--- config.mk ---
export PLATFORM = sky130hd
export DESIGN_NAME = icfe_top
export DESIGN_NICKNAME = d
export VERILOG_FILES = /design/src/icfe_pkg.sv /design/src/icfe_top.sv /design/src/icfe_fifo.sv
export SDC_FILE = /design/constraint.sdc
export NUM_CORES = 1
export LEC_CHECK = 0
export BUFFER_PORTS_ARGS = -buffer_cell sky130_fd_sc_hd__buf_2
export CELL_PAD_IN_SITES_DETAIL_PLACEMENT = 0
export CELL_PAD_IN_SITES_GLOBAL_PLACEMENT = 1
export CORE_AREA = 4 4 268 205
export DETAILED_ROUTE_END_ITERATION = 8
export DIE_AREA = 0 0 272 209
export PLACE_DENSITY = 0.55
export SLEW_MARGIN = 20
export SYNTH_ARGS = -nofsm -noshare
export SYNTH_HDL_FRONTEND = slang
export SYNTH_HIERARCHICAL = 1
export SYNTH_SLANG_ARGS = --single-unit
--- constraint.sdc ---
create_clock -name clk_in -period 6.8 [get_ports clk_in]
set_input_delay 1.36 -clock clk_in [delete_from_list [all_inputs] [get_ports clk_in]]
set_output_delay 1.36 -clock clk_in [all_outputs]
set_load 0.005 [all_outputs]
--- src/icfe_pkg.sv ---
// Constants and types for the command front end
package icfe_pkg;
    // Command codes
    localparam logic [7:0] CMD_WRITE_MEM  = 8'h96;
    localparam logic [7:0] CMD_READ_MEM   = 8'h44;
    localparam logic [7:0] CMD_SET_PROT   = 8'hC3;
    localparam logic [7:0] CMD_READ_STAT  = 8'hAA;
    localparam logic [7:0] CMD_SET_ADDR   = 8'h75;
    localparam logic [7:0] CMD_READ_PORT  = 8'h52;
    localparam logic [7:0] CMD_WRITE_PORT = 8'h99;
    localparam logic [7:0] CMD_MASTER_RST = 8'h62;
    localparam logic [7:0] CMD_SCRIPT     = 8'h88;
    localparam logic [7:0] CMD_BLOCK      = 8'hAB;
    localparam logic [7:0] CMD_READ_BLK   = 8'h50;
    localparam logic [7:0] CMD_WRITE_BLK  = 8'h68;
    localparam logic [7:0] CMD_SEARCH     = 8'h11;
    localparam logic [7:0] CMD_FULL_SEQ   = 8'h57;
    localparam logic [7:0] CMD_CRC16      = 8'hCC;
    // Result bytes
    localparam logic [7:0] RES_SUCCESS    = 8'hAA;
    localparam logic [7:0] RES_PROTECTED  = 8'h55;
    localparam logic [7:0] RES_INVALID    = 8'h77;
    localparam logic [7:0] RES_UNKNOWN    = 8'h22;
    // Page write layout
    localparam int         PAGE_BYTES     = 32;
    localparam int         PAGE_COUNT     = 6;
    localparam logic [7:0] WR_MEM_LEN     = 8'h21;
    localparam logic [7:0] WR_MEM_RSP_LEN = 8'h01;
    localparam int         PAGE_LSB       = 0;
    localparam int         PAGE_MSB       = 2;
    localparam logic [2:0] PAGE_LAST      = 3'h5;
    // Address byte direction bit
    localparam int         DIR_BIT        = 0;
    // Buffer depth
    localparam int         FIFO_DEPTH     = 8;
    // Command decode classes
    typedef enum logic [3:0] {
        CC_NONE   = 4'h0,
        CC_WRMEM  = 4'h1,
        CC_RDMEM  = 4'h2,
        CC_PROT   = 4'h3,
        CC_STAT   = 4'h4,
        CC_ADDR   = 4'h5,
        CC_RDPORT = 4'h6,
        CC_WRPORT = 4'h7,
        CC_MRST   = 4'h8,
        CC_SCRIPT = 4'h9,
        CC_BLOCK  = 4'hA,
        CC_RDBLK  = 4'hB,
        CC_WRBLK  = 4'hC,
        CC_SEARCH = 4'hD,
        CC_FULL   = 4'hE,
        CC_CRC    = 4'hF
    } icfe_cmd_t;
    // Front end states, one-hot
    typedef enum logic [6:0] {
        ST_IDLE   = 7'b0000001,
        ST_LEN    = 7'b0000010,
        ST_PARAM  = 7'b0000100,
        ST_DATA   = 7'b0001000,
        ST_CHECK  = 7'b0010000,
        ST_PROG   = 7'b0100000,
        ST_POST   = 7'b1000000
    } icfe_state_t;
endpackage

--- src/icfe_top.sv ---
// Command front end: decode, page write, response bytes
`timescale 1ns/1ps
module icfe_top
    import icfe_pkg::*;
#(
    parameter int DATA_W = 8,
    parameter int DEPTH  = FIFO_DEPTH
) (
    // Clock and reset
    input  wire logic        clk_in,
    input  wire logic        rst_in,
    // Received byte stream from the serial slave
    input  wire logic [7:0]  rx_byte_in,
    input  wire logic        rx_valid_in,
    output logic             rx_ready_out,
    input  wire logic        rx_addr_in,
    input  wire logic        rx_stop_in,
    // Response byte stream to the serial slave
    output logic [7:0]       tx_byte_out,
    output logic             tx_valid_out,
    input  wire logic        tx_ready_in,
    // Memory programming port
    output logic [2:0]       mem_page_out,
    output logic [4:0]       mem_addr_out,
    output logic [7:0]       mem_data_out,
    output logic             mem_we_out,
    // Command strobes to the rest of the device
    output logic [3:0]       cmd_class_out,
    output logic             cmd_start_out,
    output logic             master_reset_out,
    output logic             busy_out
);
    // Input buffer between the serial slave and the decoder
    logic [DATA_W-1:0] fb_data;
    logic              fb_valid;
    logic              fb_ready;
    logic              fb_addr;
    logic              fb_stop;
    logic [9:0]        fb_in;
    logic [9:0]        fb_out;
    assign fb_in = {rx_stop_in, rx_addr_in, rx_byte_in};

    icfe_fifo #(
        .WIDTH (10),
        .DEPTH (DEPTH)
    ) u_fifo (
        .clk_in       (clk_in),
        .rst_in       (rst_in),
        .wr_data_in   (fb_in),
        .wr_valid_in  (rx_valid_in),
        .wr_ready_out (rx_ready_out),
        .rd_data_out  (fb_out),
        .rd_valid_out (fb_valid),
        .rd_ready_in  (fb_ready)
    );
    assign fb_data = fb_out[7:0];
    assign fb_addr = fb_out[8];
    assign fb_stop = fb_out[9];

    // Command code to class
    function automatic icfe_cmd_t decode_cmd(input logic [7:0] c);
        unique case (c)
            CMD_WRITE_MEM:  decode_cmd = CC_WRMEM;
            CMD_READ_MEM:   decode_cmd = CC_RDMEM;
            CMD_READ_STAT:  decode_cmd = CC_STAT;
            CMD_SET_PROT:   decode_cmd = CC_PROT;
            CMD_SET_ADDR:   decode_cmd = CC_ADDR;
            CMD_READ_PORT:  decode_cmd = CC_RDPORT;
            CMD_WRITE_PORT: decode_cmd = CC_WRPORT;
            CMD_MASTER_RST: decode_cmd = CC_MRST;
            CMD_SCRIPT:     decode_cmd = CC_SCRIPT;
            CMD_BLOCK:      decode_cmd = CC_BLOCK;
            CMD_READ_BLK:   decode_cmd = CC_RDBLK;
            CMD_WRITE_BLK:  decode_cmd = CC_WRBLK;
            CMD_SEARCH:     decode_cmd = CC_SEARCH;
            CMD_FULL_SEQ:   decode_cmd = CC_FULL;
            CMD_CRC16:      decode_cmd = CC_CRC;
            default:        decode_cmd = CC_NONE;
        endcase
    endfunction

    icfe_state_t st_q;
    icfe_state_t st_d;
    icfe_cmd_t   cls_q;
    logic [7:0]  len_q;
    logic [7:0]  param_q;
    logic [5:0]  cnt_q;
    logic        bad_q;
    logic [7:0]  res_q;
    logic        rsp_len_q;
    logic        rsp_ready_q;
    logic [1:0]  rsp_idx_q;
    logic        rd_mode_q;
    logic [7:0]  page_buf_q [PAGE_BYTES];
    logic [2:0]  mem_page_q;
    logic [4:0]  mem_addr_q;
    logic [4:0]  mem_aout_q;
    logic [7:0]  mem_data_q;
    logic        mem_we_q;
    logic [3:0]  cls_out_q;
    logic        start_q;
    logic        mrst_q;

    // Named decode terms
    wire       take      = fb_valid && fb_ready;
    wire       is_addr   = take && fb_addr;
    wire       addr_read = fb_data[DIR_BIT];
    wire       is_stop   = take && fb_stop;
    wire       is_data   = take && !fb_addr && !fb_stop;
    wire [2:0] page_num  = param_q[PAGE_MSB:PAGE_LSB];
    wire       page_ok   = (param_q[7:3] == 5'h00)
                           && (page_num <= PAGE_LAST);
    wire       page_wp   = page_num[0];
    wire       len_ok    = (len_q == WR_MEM_LEN);
    wire       cnt_full  = (cnt_q == 6'(PAGE_BYTES));
    wire       wr_done   = (mem_addr_q == 5'(PAGE_BYTES-1));

    // Decoder stalls during check and programming
    assign fb_ready = (st_q != ST_CHECK) && (st_q != ST_PROG);

    always_comb begin
        st_d = st_q;
        unique case (st_q)
            ST_IDLE: begin
                if (is_data && !rd_mode_q) begin
                    st_d = ST_LEN;
                end
            end
            ST_LEN: begin
                if (is_stop || is_addr) begin
                    st_d = ST_POST;
                end else if (is_data) begin
                    st_d = (cls_q == CC_WRMEM) ? ST_PARAM : ST_DATA;
                end
            end
            ST_PARAM: begin
                if (is_stop || is_addr) begin
                    st_d = ST_POST;
                end else if (is_data) begin
                    st_d = ST_DATA;
                end
            end
            ST_DATA: begin
                if (is_stop || is_addr) begin
                    st_d = (cls_q == CC_WRMEM) ? ST_CHECK : ST_POST;
                end
            end
            ST_CHECK: begin
                st_d = (bad_q || !len_ok || !page_ok || !cnt_full
                        || page_wp) ? ST_POST : ST_PROG;
            end
            ST_PROG: begin
                if (wr_done) begin
                    st_d = ST_POST;
                end
            end
            ST_POST: begin
                st_d = ST_IDLE;
            end
        endcase
    end

    always_ff @(posedge clk_in) begin
        if (rst_in) begin
            st_q <= ST_IDLE;
        end else begin
            st_q <= st_d;
        end
    end

    // Command capture and page buffer
    always_ff @(posedge clk_in) begin
        if (rst_in) begin
            cls_q   <= CC_NONE;
            len_q   <= 8'h00;
            param_q <= 8'h00;
            cnt_q   <= 6'h00;
            bad_q   <= 1'b0;
        end else if (st_q == ST_IDLE && is_data && !rd_mode_q) begin
            cls_q <= decode_cmd(fb_data);
            cnt_q <= 6'h00;
            bad_q <= 1'b0;
        end else if (st_q == ST_LEN && is_data) begin
            len_q <= fb_data;
        end else if (st_q == ST_PARAM && is_data) begin
            param_q <= fb_data;
        end else if (st_q == ST_DATA && is_data) begin
            if (cnt_full) begin
                bad_q <= 1'b1;
            end else begin
                cnt_q <= cnt_q + 6'h01;
            end
        end
    end

    always_ff @(posedge clk_in) begin
        if (st_q == ST_DATA && is_data && !cnt_full) begin
            page_buf_q[cnt_q[4:0]] <= fb_data;
        end
    end

    // Programming port, one byte a cycle
    always_ff @(posedge clk_in) begin
        if (rst_in) begin
            mem_page_q <= 3'h0;
            mem_addr_q <= 5'h00;
            mem_aout_q <= 5'h00;
            mem_data_q <= 8'h00;
            mem_we_q   <= 1'b0;
        end else if (st_q == ST_PROG) begin
            mem_page_q <= page_num;
            mem_data_q <= page_buf_q[mem_addr_q];
            mem_we_q   <= 1'b1;
            mem_addr_q <= wr_done ? 5'h00 : mem_addr_q + 5'h01;
            mem_aout_q <= mem_addr_q;
        end else begin
            mem_we_q   <= 1'b0;
            mem_addr_q <= 5'h00;
        end
    end
    assign mem_page_out = mem_page_q;
    assign mem_addr_out = mem_aout_q;
    assign mem_data_out = mem_data_q;
    assign mem_we_out   = mem_we_q;

    // Result selection
    wire [7:0] wr_result = (bad_q || !len_ok || !page_ok || !cnt_full)
                           ? RES_INVALID
                           : page_wp ? RES_PROTECTED
                           : RES_SUCCESS;
    wire [7:0] post_result = (cls_q == CC_WRMEM) ? wr_result
                           : (cls_q == CC_NONE) ? RES_UNKNOWN
                           : RES_SUCCESS;

    // Class strobe and master reset pulse
    always_ff @(posedge clk_in) begin
        if (rst_in) begin
            cls_out_q <= 4'h0;
            start_q   <= 1'b0;
            mrst_q    <= 1'b0;
        end else begin
            start_q <= (st_q == ST_POST) && (cls_q != CC_NONE)
                       && (cls_q != CC_WRMEM);
            mrst_q  <= (st_q == ST_POST) && (cls_q == CC_MRST);
            if (st_q == ST_POST) begin
                cls_out_q <= cls_q;
            end
        end
    end
    assign cmd_class_out    = cls_out_q;
    assign cmd_start_out    = start_q;
    assign master_reset_out = mrst_q;
    assign busy_out         = (st_q != ST_IDLE);

    // Response read: length then result
    wire tx_take = tx_valid_out && tx_ready_in;
    always_ff @(posedge clk_in) begin
        if (rst_in) begin
            res_q       <= RES_UNKNOWN;
            rsp_ready_q <= 1'b0;
            rsp_idx_q   <= 2'h0;
            rd_mode_q   <= 1'b0;
            rsp_len_q   <= 1'b0;
        end else begin
            if (st_q == ST_POST) begin
                res_q       <= post_result;
                rsp_ready_q <= 1'b1;
            end
            if (is_addr) begin
                rd_mode_q <= addr_read;
                rsp_idx_q <= 2'h0;
                rsp_len_q <= addr_read && rsp_ready_q;
            end else if (is_stop) begin
                rd_mode_q <= 1'b0;
                rsp_len_q <= 1'b0;
            end else if (tx_take && rsp_idx_q != 2'h2) begin
                rsp_idx_q <= rsp_idx_q + 2'h1;
            end
        end
    end
    assign tx_valid_out = rd_mode_q;
    assign tx_byte_out  = (!rsp_len_q) ? RES_UNKNOWN
                        : (rsp_idx_q == 2'h0) ? WR_MEM_RSP_LEN
                        : (rsp_idx_q == 2'h1) ? res_q
                        : 8'hFF;
endmodule

--- src/icfe_fifo.sv ---
// Small valid/ready FIFO
`timescale 1ns/1ps
module icfe_fifo #(
    parameter int WIDTH = 8,
    parameter int DEPTH = 8
) (
    // Clock and reset
    input  wire logic             clk_in,
    input  wire logic             rst_in,
    // Fill side
    input  wire logic [WIDTH-1:0] wr_data_in,
    input  wire logic             wr_valid_in,
    output logic                  wr_ready_out,
    // Drain side
    output logic      [WIDTH-1:0] rd_data_out,
    output logic                  rd_valid_out,
    input  wire logic             rd_ready_in
);
    localparam int AW = $clog2(DEPTH);
    logic [WIDTH-1:0] mem_q [DEPTH];
    logic [AW-1:0]    wp_q;
    logic [AW-1:0]    rp_q;
    logic [AW:0]      cnt_q;
    wire              push;
    wire              pop;
    assign wr_ready_out = (cnt_q != (AW+1)'(DEPTH));
    assign rd_valid_out = (cnt_q != '0);
    assign rd_data_out  = mem_q[rp_q];
    assign push = wr_valid_in && wr_ready_out;
    assign pop  = rd_valid_out && rd_ready_in;
    always_ff @(posedge clk_in) begin
        if (push) begin
            mem_q[wp_q] <= wr_data_in;
        end
    end
    always_ff @(posedge clk_in) begin
        if (rst_in) begin
            wp_q  <= '0;
            rp_q  <= '0;
            cnt_q <= '0;
        end else begin
            if (push) begin
                wp_q <= (wp_q == AW'(DEPTH-1)) ? '0 : wp_q + 1'b1;
            end
            if (pop) begin
                rp_q <= (rp_q == AW'(DEPTH-1)) ? '0 : rp_q + 1'b1;
            end
            cnt_q <= cnt_q + (AW+1)'(push) - (AW+1)'(pop);
        end
    end
endmodule

After elaboration in Yosys (flattened, before gate mapping):

Memory sizes are Yosys's and may differ from the RTL's. A register that Yosys moved wholly into a read port is not among the register bits.
Cells that the tools add are included.

* register bits: 77
* bits in writable memories: 336
* bits of input ports: 14
* output and inout port bits: 34
* memories kept: 2

Memories
* page_buf_q: depth 32, bits a word 8, read ports 1, clocked after memory_dff 1, write ports 1, RTL line icfe_top.sv:94 `logic [7:0] page_buf_q [PAGE_BYTES];`
* u_fifo.mem_q: depth 8, bits a word 10, read ports 1, clocked after memory_dff 1, write ports 1, RTL line icfe_fifo.sv:20 `logic [WIDTH-1:0] mem_q [DEPTH];`

* $add $sub $neg: 7
* $lt $le $gt $ge: 1
* equal/unequal tests: 41
* mux-type cells: 31
* bitwise operators: 6
* reduce and logical (&&, ||, !) cells: 47

Operators by type and width (number)
* $mux 7: 9
* $pmux 4 s15: 1
* $eq 8x7->1 const B: 7
* $eq 8x8->1 const B: 7
* $mux 8: 7
* $pmux 7 s7: 1
* $logic_and 1x1->1: 21
* $mux 3: 4
* $eq 8x5->1 const B: 1
* $eq 8x6->1 const B: 1
* $mux 1: 8
* $ne 2x2->1 const B: 4
* $reduce_and 4->1: 2
* $reduce_bool 4->1: 2
* $eq 7x1->1 const B: 1
* $eq 7x2->1 const B: 1
* $eq 7x3->1 const B: 1
* $eq 7x4->1 const B: 1
* $eq 7x5->1 const B: 1
* $eq 7x6->1 const B: 1
* $eq 7x7->1 const B: 1
* $ne 7x1->1 const B: 1
* $ne 7x5->1 const B: 1
* $ne 7x6->1 const B: 1
* 29 further kinds: 48

Depth between registers and ports, before layout:

Gate-level depths: netlist of the first run.

* depth after elaboration: 9
* mapped depth: 11
* mapped depth without buffers: 10

Modules after synthesis:

Netlist of the first run, hierarchy kept.

By module, submodules not included
* icfe_top: instances 1, cells each 855, area each 13309.0 um^2
* icfe_fifo: instances 1, cells each 191, area each 3796.1 um^2

Least setup slack after synthesis of the first run:

Ideal clock, no wire load.

* path kind: register to register
* from: register with a tool-made name
* to: memory page_buf_q[12][0], enable pin
* arrival time: 2.834 ns
* data required time: 6.430 ns
* setup slack: 3.596 ns
* stages on the path, launching flop included: 9
* path buffers: 1
* cells stage by stage: dfxtp_1 > buf_6 > mux4_1 > mux2_2 > nor2_1 > o311ai_4 > nor3b_2 > nand2_1 > nor2_1

RTL lines (RTL line)
* to (decl): icfe_top.sv:94

==> results list, run 1 <==
* Outcome: finished clean
- The first global-routing pass estimated between 60 and 70 mm of wire.
- The via count of the first global-routing pass is 9376.
- First-pass detailed-route iteration total: 5
- Of the total power, the clock network draws 0.359.
- Share of synthesized registers carrying an async set or reset: 0
* Total vias in the final route: 9242
- The H-tree was split into 2 levels.
- The worst hold path was traced through 2 stages.
- The share of synthesized area in the top cell type comes to 0.590.
* F_max: 223 MHz
- Maximum number of pins on one net before global-route repair: between 40 and 50
* Data arrival time of the worst path: around 4.7 ns
- Register bit count reported by yosys: 419
- Setup violations remaining at the end of the flow were counted as 0.
- After clock tree synthesis, the clock-pin slew on the worst setup and hold paths is 0.06 ns.
* P_int: 4.76 mW
- Clk_skew: 0.0271 ns
* Number of hold violations in the final report: 0
* Total number of clock tree sinks: ~420
- Yosys mapped the design onto 70 distinct sky130hd cell types.
* Number of resized instances in the post-cts repair step: 0
* Setup repair after global routing missed its margin: false
- Cell accounting for the most synthesized area: edfxtp_1
- Fraction of the mapped netlist area in simple logic gates: 0.0824
* Number of buffers created by CTS: 43
- In the global route stage, overall resource usage came out at 0.147.
* Required time of the critical path: approximately 7 ns
* Post-CTS Hold Buffers: 0
* Sequential fraction of the synthesis area: 0.687
- On the critical path, the stage with the largest delay is an instance of dfxtp_1.
- Final core utilization: 0.373
- The initialized floorplan defines 73 standard-cell rows.
- After detailed routing, the number of vias per cell comes to approximately 5.
- Count of pins over their slew limit: 0
- Walking the worst path, the cells encountered are mux4_1 -> mux2_2 -> nor2_1 -> o311ai_4 -> nor3b_2 -> nand2_1 -> nor2_1.
- The die is 272 um wide.
* Number of inserted diodes: 0
* DR WL/cell: 22.8 um
- For this block, the routed nets add up to 42.0 mm of wire.
* Sum of negative setup slack: 0 ns
- Post-synthesis mux area share: 0.146
- Adder-cell share of the synthesized area: 0.0151
- The worst-case IR drop observed on VDD is around 0.21 mV.
- Layout Area Growth over Synthesis: 14.2%
* P_sw: roughly 1.9 mW
- The die covers roughly 0.057 mm2.
- Synth area leaders: edfxtp_1 59%, dfxtp_1 9.7%, mux4_2 8.7%
* Area inside the core boundary: 0.0523 mm2
* Antenna violations before repair: 0
- The synthesized netlist occupies a cell area of about 0.017 mm2.
* Main combinational cell family by area after synthesis: multiplexers
- Synthesized area per cell: 16.4 um2
* TritonCTS clock tree: done
- Type of origin of the critical path: flop
* Crit end category: flop
* Top routing layer in use: met4
- Starting density of the core: 0.327
* Share of power burned in combinational logic: 0.165
- Maximum buffer depth of the clock tree: 3
* Global-route congestion overflow total: 0
- For this run, design rule violations remaining after detail routing come to 0.
- Once detail routing completed, the nets flagged for antenna violations numbered 0.
- Final worst-path cycle share: 0.659
- Switching power as a share of total power: 0.284
* Net count, final: ~1100
- The path class of the tightest hold or removal check is flop to flop.
- The most numerous cell type found on the critical path is nor2_1.
- The worst setup path is of the flop to flop kind.
- Sequential power share: 0.476
* Number of enable flip-flop cells after synthesis: about 340
- Most used cells in the layout excluding fill and tap cells: 336 x edfxtp_1, 83 x nor2_1, 80 x dfxtp_1
- For the pin with the worst max-slew slack, the measured transition is approximately 1.0 ns.
- Leading cell type in the layout, fill and taps excluded: edfxtp_1
- The share of the synthesized area in compound gates (AO/OA/AOI/OAI) is 0.0433.
- # port buffers: 47
- In this run the post-CTS setup repair buffer count came out at 0.
- Clock Latency Late Sink: about 0.57 ns
* Clock Tree Root: clkbuf_16
- The number of buffers and inverters on the critical path is 0.
- Counting cells, the worst reg-to-reg path comes to 7.
- The detailed router finished its first iteration with ~760 violations.
* Period minus WS final: roughly 4.5 ns
- For this run, the slowest stage of the critical path takes approximately 0.90 ns.
* RePlAce Congestion: about 0.76
- Total power divided by cell area: between 300 and 400 mW/mm2
- Reported max-cap violation count: 0
- Metal-1 WL: between 20 and 25 mm
- In the detailed route, the total length drawn on met3 is roughly 2.3 mm.
- Of the total synthesized cell area, the portion taken by XOR and XNOR cells is 0.00614.
- Critical path depth in cells: 7
- Total met2 wirelength after detailed routing: about 19 mm
- The most used flip-flop cell after synthesis is edfxtp_1.
- Critical path fanouts, max: 22
- Number of top-level design ports: 48
* Worst rel slew slack: 0.336
- Mapped Cells: between 1000 and 1500
- Detailed placement ended at an HPWL of 25.8 mm.
* Net count after synthesis: between 1000 and 1500
* Die extent in y: about 210 um
- Yosys printed 6 warnings.
* Share of cells above drive strength 1: 0.218
- The cell family contributing the most delay on the critical path is simple AND/OR/NAND/NOR gates.
* Static leakage power: just over 6 nW
[flip-flops by register name, indices dropped and copies added, names as in the netlist, 2 cells and up, named ones only]
signal / flops
mem_addr_out: 5
u_fifo/rp_q: 3
u_fifo/cnt_q: 4
cmd_class_out: 4
len_q: 8
mem_addr_q: 5
mem_page_out: 3
cls_q: 4
res_q: 3
st_q: 7
u_fifo/mem_q: 80
mem_data_out: 8
param_q: 8
cnt_q: 6
rsp_idx_q: 2
page_buf_q: 256
u_fifo/wp_q: 3
[through the flow]
step / cell area [um2] / power, mW / cells / worst slack [ns] / hold slack, ns
6_report: 19500 / 6.65 / 1845 / 2.32 / 0.450
4_1_cts: 19500 / 6.74 / 1845 / 2.18 / 0.452
2_1_floorplan: 17100 / 3.86 / 1046 / 3.60 / 0.440
3_5_place_dp: 18100 / 4.34 / 1766 / 2.21 / 0.443
5_1_grt: 19500 / 6.95 / 1845 / 1.95 / 0.469
3_3_place_gp: 18100 / 4.35 / 1766 / 2.31 / 0.442
[power by group through the flow]
stage          clock, mW  sequential, mW  combinational, mW
3_5_place_dp           0            3.22               1.12
4_1_cts             2.45            3.17               1.12
5_1_grt             2.56            3.17               1.21
2_1_floorplan          0            3.17              0.690
3_3_place_gp           0            3.22               1.13
6_report            2.38            3.16               1.10
[layout make-up]
| class | count | area (um2) |
|---|---|---|
| clock inverters | 27 | 284 |
| flip-flops and latches | 419 | 11800 |
| multi-input cells | 553 | 5020 |
| inverters | 15 | 56.3 |
| fillers | 4899 | 32800 |
| clock buffers | 52 | 1140 |
| repair buffers | 67 | 385 |
| well taps | 712 | 891 |
[metal layers]
metal / track usage / vias up
met1: 0.222 / 4762
met4: 0.0287 / 0
met3: 0.0279 / 44
li1: - / 4217
met5: 0 / -
met2: 0.222 / 219
[synth_stat cells (7+ instances only)]
library cell and number:
ha_1 19, clkbuf_1 28, a21oi_1 46, mux4_2 66, nor2b_1 7, nand3_1 15
nor2_1 83, mux4_1 20, nand2_1 64, mux2_2 23, mux2i_1 22, buf_2 16
dfxtp_1 83, nand2b_1 16, or3_1 7, nor4_1 7, o21ai_0 26, inv_1 15
nor3_1 23, edfxtp_1 336, a211oi_1 7
[cells by family (layout without fill, tap and decap cells)]
kind of cell | count (synthesis) | in the layout
AO/OA/AOI/OAI | 116 | 116
multiplexers | 131 | 131
adder cells (fa/ha/maj) | 20 | 20
flip-flops | 419 | 419
buffers and inverters | 74 | 161
XOR/XNOR | 12 | 12
AND/OR/NAND/NOR | 274 | 274
[path summary, 6_finish.rpt]
path                                      start                end  slack [ns]
worst max-delay path                       flop  page_buf_q[22][7]        2.32
worst min-delay path            mem_addr_out[0]    mem_addr_out[0]        0.45
worst max register to register             flop  page_buf_q[22][7]        2.32
worst min register to register  mem_addr_out[0]    mem_addr_out[0]        0.45
[worst register-to-register path, delay by kind of cell (launching register included)]
family          cells  cell delay [ns]
mux                 2             0.76
simple gates        4             2.08
compound gates      1             0.37
flops               1             0.90
Note: power is estimated with default switching activity, not from simulation.
==> run 2: changes to the inputs <==
==> constraint.sdc (replaced) <==
create_clock -name clk_in -period 4.5 [get_ports clk_in]
set_input_delay 0.9 -clock clk_in [delete_from_list [all_inputs] [get_ports clk_in]]
set_output_delay 0.9 -clock clk_in [all_outputs]
set_load 0.005 [all_outputs]
==> results list, run 2 (same netlist as run 1, synthesis figures left out) <==
- The worst hold path begins at mem_addr_out[2].
- In the final timing run, aggregate negative setup slack is 0 ns.
- Wire length of the first global-routing pass: roughly 62 mm
- On the critical path the largest part of the delay comes from simple AND/OR/NAND/NOR gates.
- The clock drives 419 sinks.
- Worst rel slew slack: 0.266
* Detailed-placement wirelength estimate: approximately 27 mm
- Flip-flop count of the largest register, all copies and words added: between 200 and 300
- Number of buffers created by CTS: between 40 and 50
* Peak supply drop: between 0.2 and 0.3 mV
- Together, buffers and inverters on the worst path number 0.
- Clock latency on the worst-skew pair, taken at its later pin, is about 0.58 ns.
- Final setup violation count: 0
- Final core utilization: 0.376
- Post-CTS Hold Buffers: 0
- For this run the aggregate overflow at the end of global routing stands at 0.
- Clock Tree Root: clkbuf_16
* DR vias/cell: between 4 and 5
- Pin placement for this block handled 48 I/O pins.
* Maximum buffer depth of the clock tree: 3
- Crit end category: flop
- Static leakage power: approximately 6.2 nW
- Data on the critical path arrives at its endpoint at ~4.3 ns.
* Clock transition at the registers of the reported paths: 0.06 ns
* Number of inserted diodes: 0
- Net count, final: 1139
- Outcome: finished clean
- TritonCTS built the clock tree.
* Hold worst-path end: mem_addr_out[2]
* Reported max-cap violation count: 0
* F_max: 247 MHz
* Die extent in y: about 210 um
- Dividing the detail-routed wire length by the instance count gives between 20 and 25 um.
- In the finished design, the share of the clock period the worst path needs comes to 0.899.
- Full die area: about 0.057 mm2
* First-pass detailed-route iteration total: 7
- The setup path with the least slack is of type flop to flop.
- For flop-to-flop paths, the worst setup slack is 0.45 ns.
- Num rows: 73
- GRT Overall Usage: 0.144
* RePlAce Congestion: around 0.76
- The initial antenna violation count was 1.
- Data on the critical path is required at its endpoint by 4.70 ns.
- Timing analysis after detailed placement gives a worst setup slack of around 0.41 ns.
- # port buffers: 47
- Floorplan die width: around 270 um
* Critical path fanouts, max: 8
* Maximum number of pins on one net before global-route repair: 63
* Count of cells along the worst hold path: 2
- The smallest clock period supported by the final layout is computed as between 4 and 5 ns.
- For this design the ratio of total power to cell area is 516 mW/mm2.
* Number of resized instances in the post-cts repair step: 0
- Starting density of the core: 0.327
- Setup repair after global routing missed its margin: false
* Maximum cell stage delay along the critical path: roughly 0.76 ns
- The tightest min-delay check is of the flop to flop type.
- On the final layout, the worst clock skew is around 0.035 ns.
- The largest individual stage delay along the critical path comes from the cell nor2_1.
- Most used cells in the layout excluding fill and tap cells: 336 x edfxtp_1, 83 x nor2_1, 80 x dfxtp_1
- Wire length reported by the detailed router: roughly 41 mm
- The sequential cells in the finished layout cover a total of 0.0118 mm2.
- Worst slew pin tran: 1.10 ns
- Count of pins over their slew limit: 0
* Leading cell type in the layout, fill and taps excluded: edfxtp_1
- For this block, the initial DRC count from the detailed router was about 650.
* Type of origin of the critical path: flop
* Total vias in the final route: 9226
- For the worst flop-to-flop path, the logic depth is 7.
* FF-to-FF End: page_buf_q[17][1]
- Filler cells: around 4900
* Post-CTS repair timing setup buffer count: 0
- Final setup slack of the worst path: 0.455 ns
- Routed Antenna Nets: 0
- The cell that appears most often on the critical path is nor2_1.
- Cell-by-cell trace of the critical path: mux4_1 -> mux2_2 -> nor2_1 -> o311ai_4 -> nor3b_2 -> nand2_1 -> nor2_1
- Multi-input logic area: roughly 0.005 mm2
- The floorplan step defined a core boundary enclosing between 0.05 and 0.06 mm2.
* Layout Area Growth over Synthesis: 14.9%
- Via count of the first global-routing pass: ~9500
* Number of hold violations in the final report: 0
- Depth of the CTS H-tree: 2
* Share of cells above drive strength 1: 0.225
- In the routed design, unresolved DRC markers number 0.
[run 2: layer usage]
layer	vias up	global-route usage	wire length, um
li1	4227	-	-
met1	4787	0.209	19600
met2	168	0.221	18800
met3	42	0.0350	2100
met4	2	0.0312	527
met5	-	0	13
[run 2: per-stage QoR]
step | hold slack (ns) | instances | total power, mW | area (um2)
finish | 0.450 | 1853 | 10.1 | 19700
CTS | 0.455 | 1853 | 10.3 | 19700
global placement | 0.439 | 1771 | 6.53 | 18200
global route | 0.479 | 1853 | 10.6 | 19700
detailed placement | 0.447 | 1771 | 6.53 | 18200
floorplan | 0.440 | 1046 | 5.84 | 17100
[run 2: worst max path at each step]
| stage | start | end | slack [ns] | cells after the start |
|---|---|---|---|---|
| 2_1_floorplan | flop | page_buf_q[12][0] | 1.30 | 8 |
| 3_3_place_gp | flop | page_buf_q[17][5] | 0.56 | 7 |
| 3_5_place_dp | flop | page_buf_q[17][2] | 0.41 | 7 |
| 4_1_cts | flop | page_buf_q[17][1] | 0.35 | 7 |
| 5_1_grt | flop | page_buf_q[17][5] | 0.16 | 7 |
| 6_report | flop | page_buf_q[17][1] | 0.45 | 7 |
[run 2: cell type report]
type	count	share of cell area
repair buffers	72	0.0221
multi-input cells	553	0.255
inverters	15	0.00286
clock inverters	28	0.0149
flip-flops and latches	419	0.598
well taps	712	0.0453
clock buffers	54	0.0614
[run 2: power by group]
| group | leakage [nW] | internal, mW | switching, mW |
|---|---|---|---|
| registers | 3.70 | 4.67 | 0.100 |
| logic | 1.75 | 0.462 | 1.17 |
| clock network | 0.734 | 2.21 | 1.53 |
| total | 6.18 | 7.34 | 2.79 |
[run 2: worst reg2reg max path, delay by kind of cell, from the launching register on]
family / cells / cell delay, ns
simple gates: 4 / 2.08
compound gates: 1 / 0.16
mux: 2 / 0.97
flops: 1 / 0.49
==> run 3: changes to the inputs <==
--- a/config.mk
+++ b/config.mk
@@ -8,10 +8,10 @@
 export BUFFER_PORTS_ARGS = -buffer_cell sky130_fd_sc_hd__buf_2
 export CELL_PAD_IN_SITES_DETAIL_PLACEMENT = 0
 export CELL_PAD_IN_SITES_GLOBAL_PLACEMENT = 1
-export CORE_AREA = 4 4 268 205
+export CORE_AREA = 4 4 213 163
 export DETAILED_ROUTE_END_ITERATION = 8
-export DIE_AREA = 0 0 272 209
-export PLACE_DENSITY = 0.55
+export DIE_AREA = 0 0 217 167
+export PLACE_DENSITY = 0.8
 export SLEW_MARGIN = 20
 export SYNTH_ARGS = -nofsm -noshare
 export SYNTH_HDL_FRONTEND = slang
==> results list, run 3 (same netlist as run 1, synthesis figures left out) <==
- Post-CTS Hold Buffers: 0
- Leaving out fill and tap cells, the most frequent cells in the layout are 336 x edfxtp_1, 80 x nor2_1, 80 x dfxtp_1.
* Crit end category: flop
- Type of origin of the critical path: flop
- Total power divided by cell area: 516 mW/mm2
- Counting the buffers created by CTS gives 41.
- Static leakage power: ~6 nW
- After clock tree synthesis, the clock-pin slew on the worst setup and hold paths is 0.06 ns.
- Summed over all layers, the routed wires come to between 30 and 40 mm.
- DR WL/cell: 23.2 um
- In the global route stage, overall resource usage came out at 0.202.
- The area growth from synthesis to layout is 12.2%.
- Switching power as a share of total power: 0.266
* Number of top-level design ports: 48
- Depth of the CTS H-tree: 2
- For this block, the initial DRC count from the detailed router was 974.
- For the pin with the worst max-slew slack, the measured transition is 1.05 ns.
- Entering global routing, the biggest net connects 49 pins.
- Together, buffers and inverters on the worst path number 0.
- After detailed routing, the number of vias per cell comes to roughly 5.9.
* Total number of clock tree sinks: 419
* Number of hold violations in the final report: 0
* Post-CTS repair timing setup buffer count: 0
- Of the available clock period, the critical path in the final layout requires 0.869.
* Worst rel slew slack: 0.302
- Among all stages on the critical path, the largest delay is contributed by nor2_1.
- F_max: 256 MHz
- Setup total negative slack on the finished layout was measured at 0 ns.
* Setup repair after global routing missed its margin: false
* Sequential power share: 0.481
- Detailed-placement wirelength estimate: about 23 mm
- Worst hold slack: between 0.4 and 0.5 ns
* Period minus WS final: 3.91 ns
- Clock Latency Late Sink: about 0.54 ns
* Peak supply drop: 0.414 mV
- Number of design rule violations left after detail routing: 0
- Of the total power, combinational logic draws 0.155.
* Full die area: 0.0362 mm2
- Number of resized instances in the post-cts repair step: 0
- Num rows: 57
* Reg2reg path depth: 7
* First-pass detailed-route iteration total: 5
- P_int: about 7.3 mW
- For this block, the via count after detailed routing is a little over 9000.
- Maximum cell stage delay along the critical path: ~0.71 ns
- Counting buffers and inverters, the worst setup path is 7 cells deep.
* Final setup violation count: 0
* Outcome: finished clean
- Via count of the first global-routing pass: a little over 9000
- After filler insertion, the fill cell instance count of the layout stands at between 2000 and 2500.
- After the last flow step, the layout net total stands at ~1100.
* RePlAce Congestion: between 0.8 and 0.9
- The register with the most flip-flops in the layout has between 200 and 300 of them.
- Before CTS, the worst setup slack after placement is a little under 0.6 ns.
- Reported max-cap violation count: 0
- Input and output buffers added on the ports amount to between 40 and 50.
* Starting density of the core: 0.528
- Floorplan die width: 217 um
- Global-route congestion overflow total: 0
* Maximum buffer depth of the clock tree: 3
* Share of cells above drive strength 1: 0.218
- Count of pins over their slew limit: 0
- The first global-routing pass estimated 56.6 mm of wire.
- The share of total power dissipated in the clock network is 0.363.
* Die extent in y: approximately 170 um
- Cell-by-cell trace of the critical path: mux4_1 -> mux2_2 -> nor2_1 -> o311ai_4 -> nor3b_2 -> nand2_1 -> nor2_1
- The worst path meets setup with between 0.5 and 0.6 ns of slack.
- The initial antenna violation count was 0.
- Data arrival time of the worst path: a little over 4 ns
- After floorplanning, the core was sized to cover 0.0324 mm2.
* Hold/Removal Path Class: flop to flop
* Clock Tree Root: clkbuf_16
- Leaving out fill and tap cells, the most frequent cell in the layout is edfxtp_1.
* Critical path fanouts, max: 8
* Cell repeated most along the worst path: nor2_1
- TritonCTS built the clock tree.
- Clk_skew: approximately 0.028 ns
- Required time of the critical path: approximately 4.6 ns
- Critical Setup Path Class: flop to flop
* Routed Antenna Nets: 0
- The worst hold path was traced through 2 stages.
- For this design the total switching power over the nets is between 2 and 3 mW.
* Number of inserted diodes: 0
- The kind of cell with the highest combined delay along the critical path is simple AND/OR/NAND/NOR gates.
[run 3: final timing paths]
| kind | start | to | slack (ns) |
|---|---|---|---|
| worst max-delay path | flop | page_buf_q[14][6] | 0.59 |
| worst max register to register | flop | page_buf_q[14][6] | 0.59 |
| worst min-delay path | mem_page_out[2] | mem_page_out[2] | 0.45 |
| worst min register to register | mem_page_out[2] | mem_page_out[2] | 0.45 |
[run 3: area by class of cell]
| cell class | instances | area (um2) | area share |
|---|---|---|---|
| multi-input cells | 553 | 5020 | 0.261 |
| inverters | 15 | 56.3 | 0.00293 |
| well taps | 442 | 553 | 0.0288 |
| clock inverters | 28 | 332 | 0.0173 |
| repair buffers | 67 | 385 | 0.0201 |
| flip-flops and latches | 419 | 11800 | 0.613 |
| clock buffers | 48 | 1090 | 0.0570 |
[run 3: power groups by stage]
stage               registers [mW]  logic [mW]  clock network (mW)
finish                        4.77        1.54                3.60
global route                  4.78        1.70                3.83
CTS                           4.76        1.54                3.66
detailed placement            4.85        1.54                   0
global placement              4.84        1.52                   0
floorplan                     4.79        1.04                   0
[run 3: metal layers]
| layer | wire (um) | vias to the layer above | GRT usage |
|---|---|---|---|
| li1 | - | 4216 | - |
| met1 | 16600 | 4722 | 0.311 |
| met2 | 16300 | 338 | 0.298 |
| met3 | 3130 | 39 | 0.0523 |
| met4 | 465 | 0 | 0.0370 |
| met5 | 0 | - | 0 |
[run 3: tightest hold or removal path, cell delays in order (launching register included)]
cell	delay [ns]
dfxtp_1	0.30
nand2_1	0.05
a21oi_1	0.05
[run 3: stage by stage]
step	utilization	cell area (um2)	total power, mW	cells
after floorplan	-	17100	5.84	1046
after global placement	0.549	17800	6.36	1496
after detailed placement	0.549	17800	6.38	1496
after CTS	0.593	19200	9.97	1572
after global routing	0.593	19200	10.3	1572
final	0.593	19200	9.90	1572
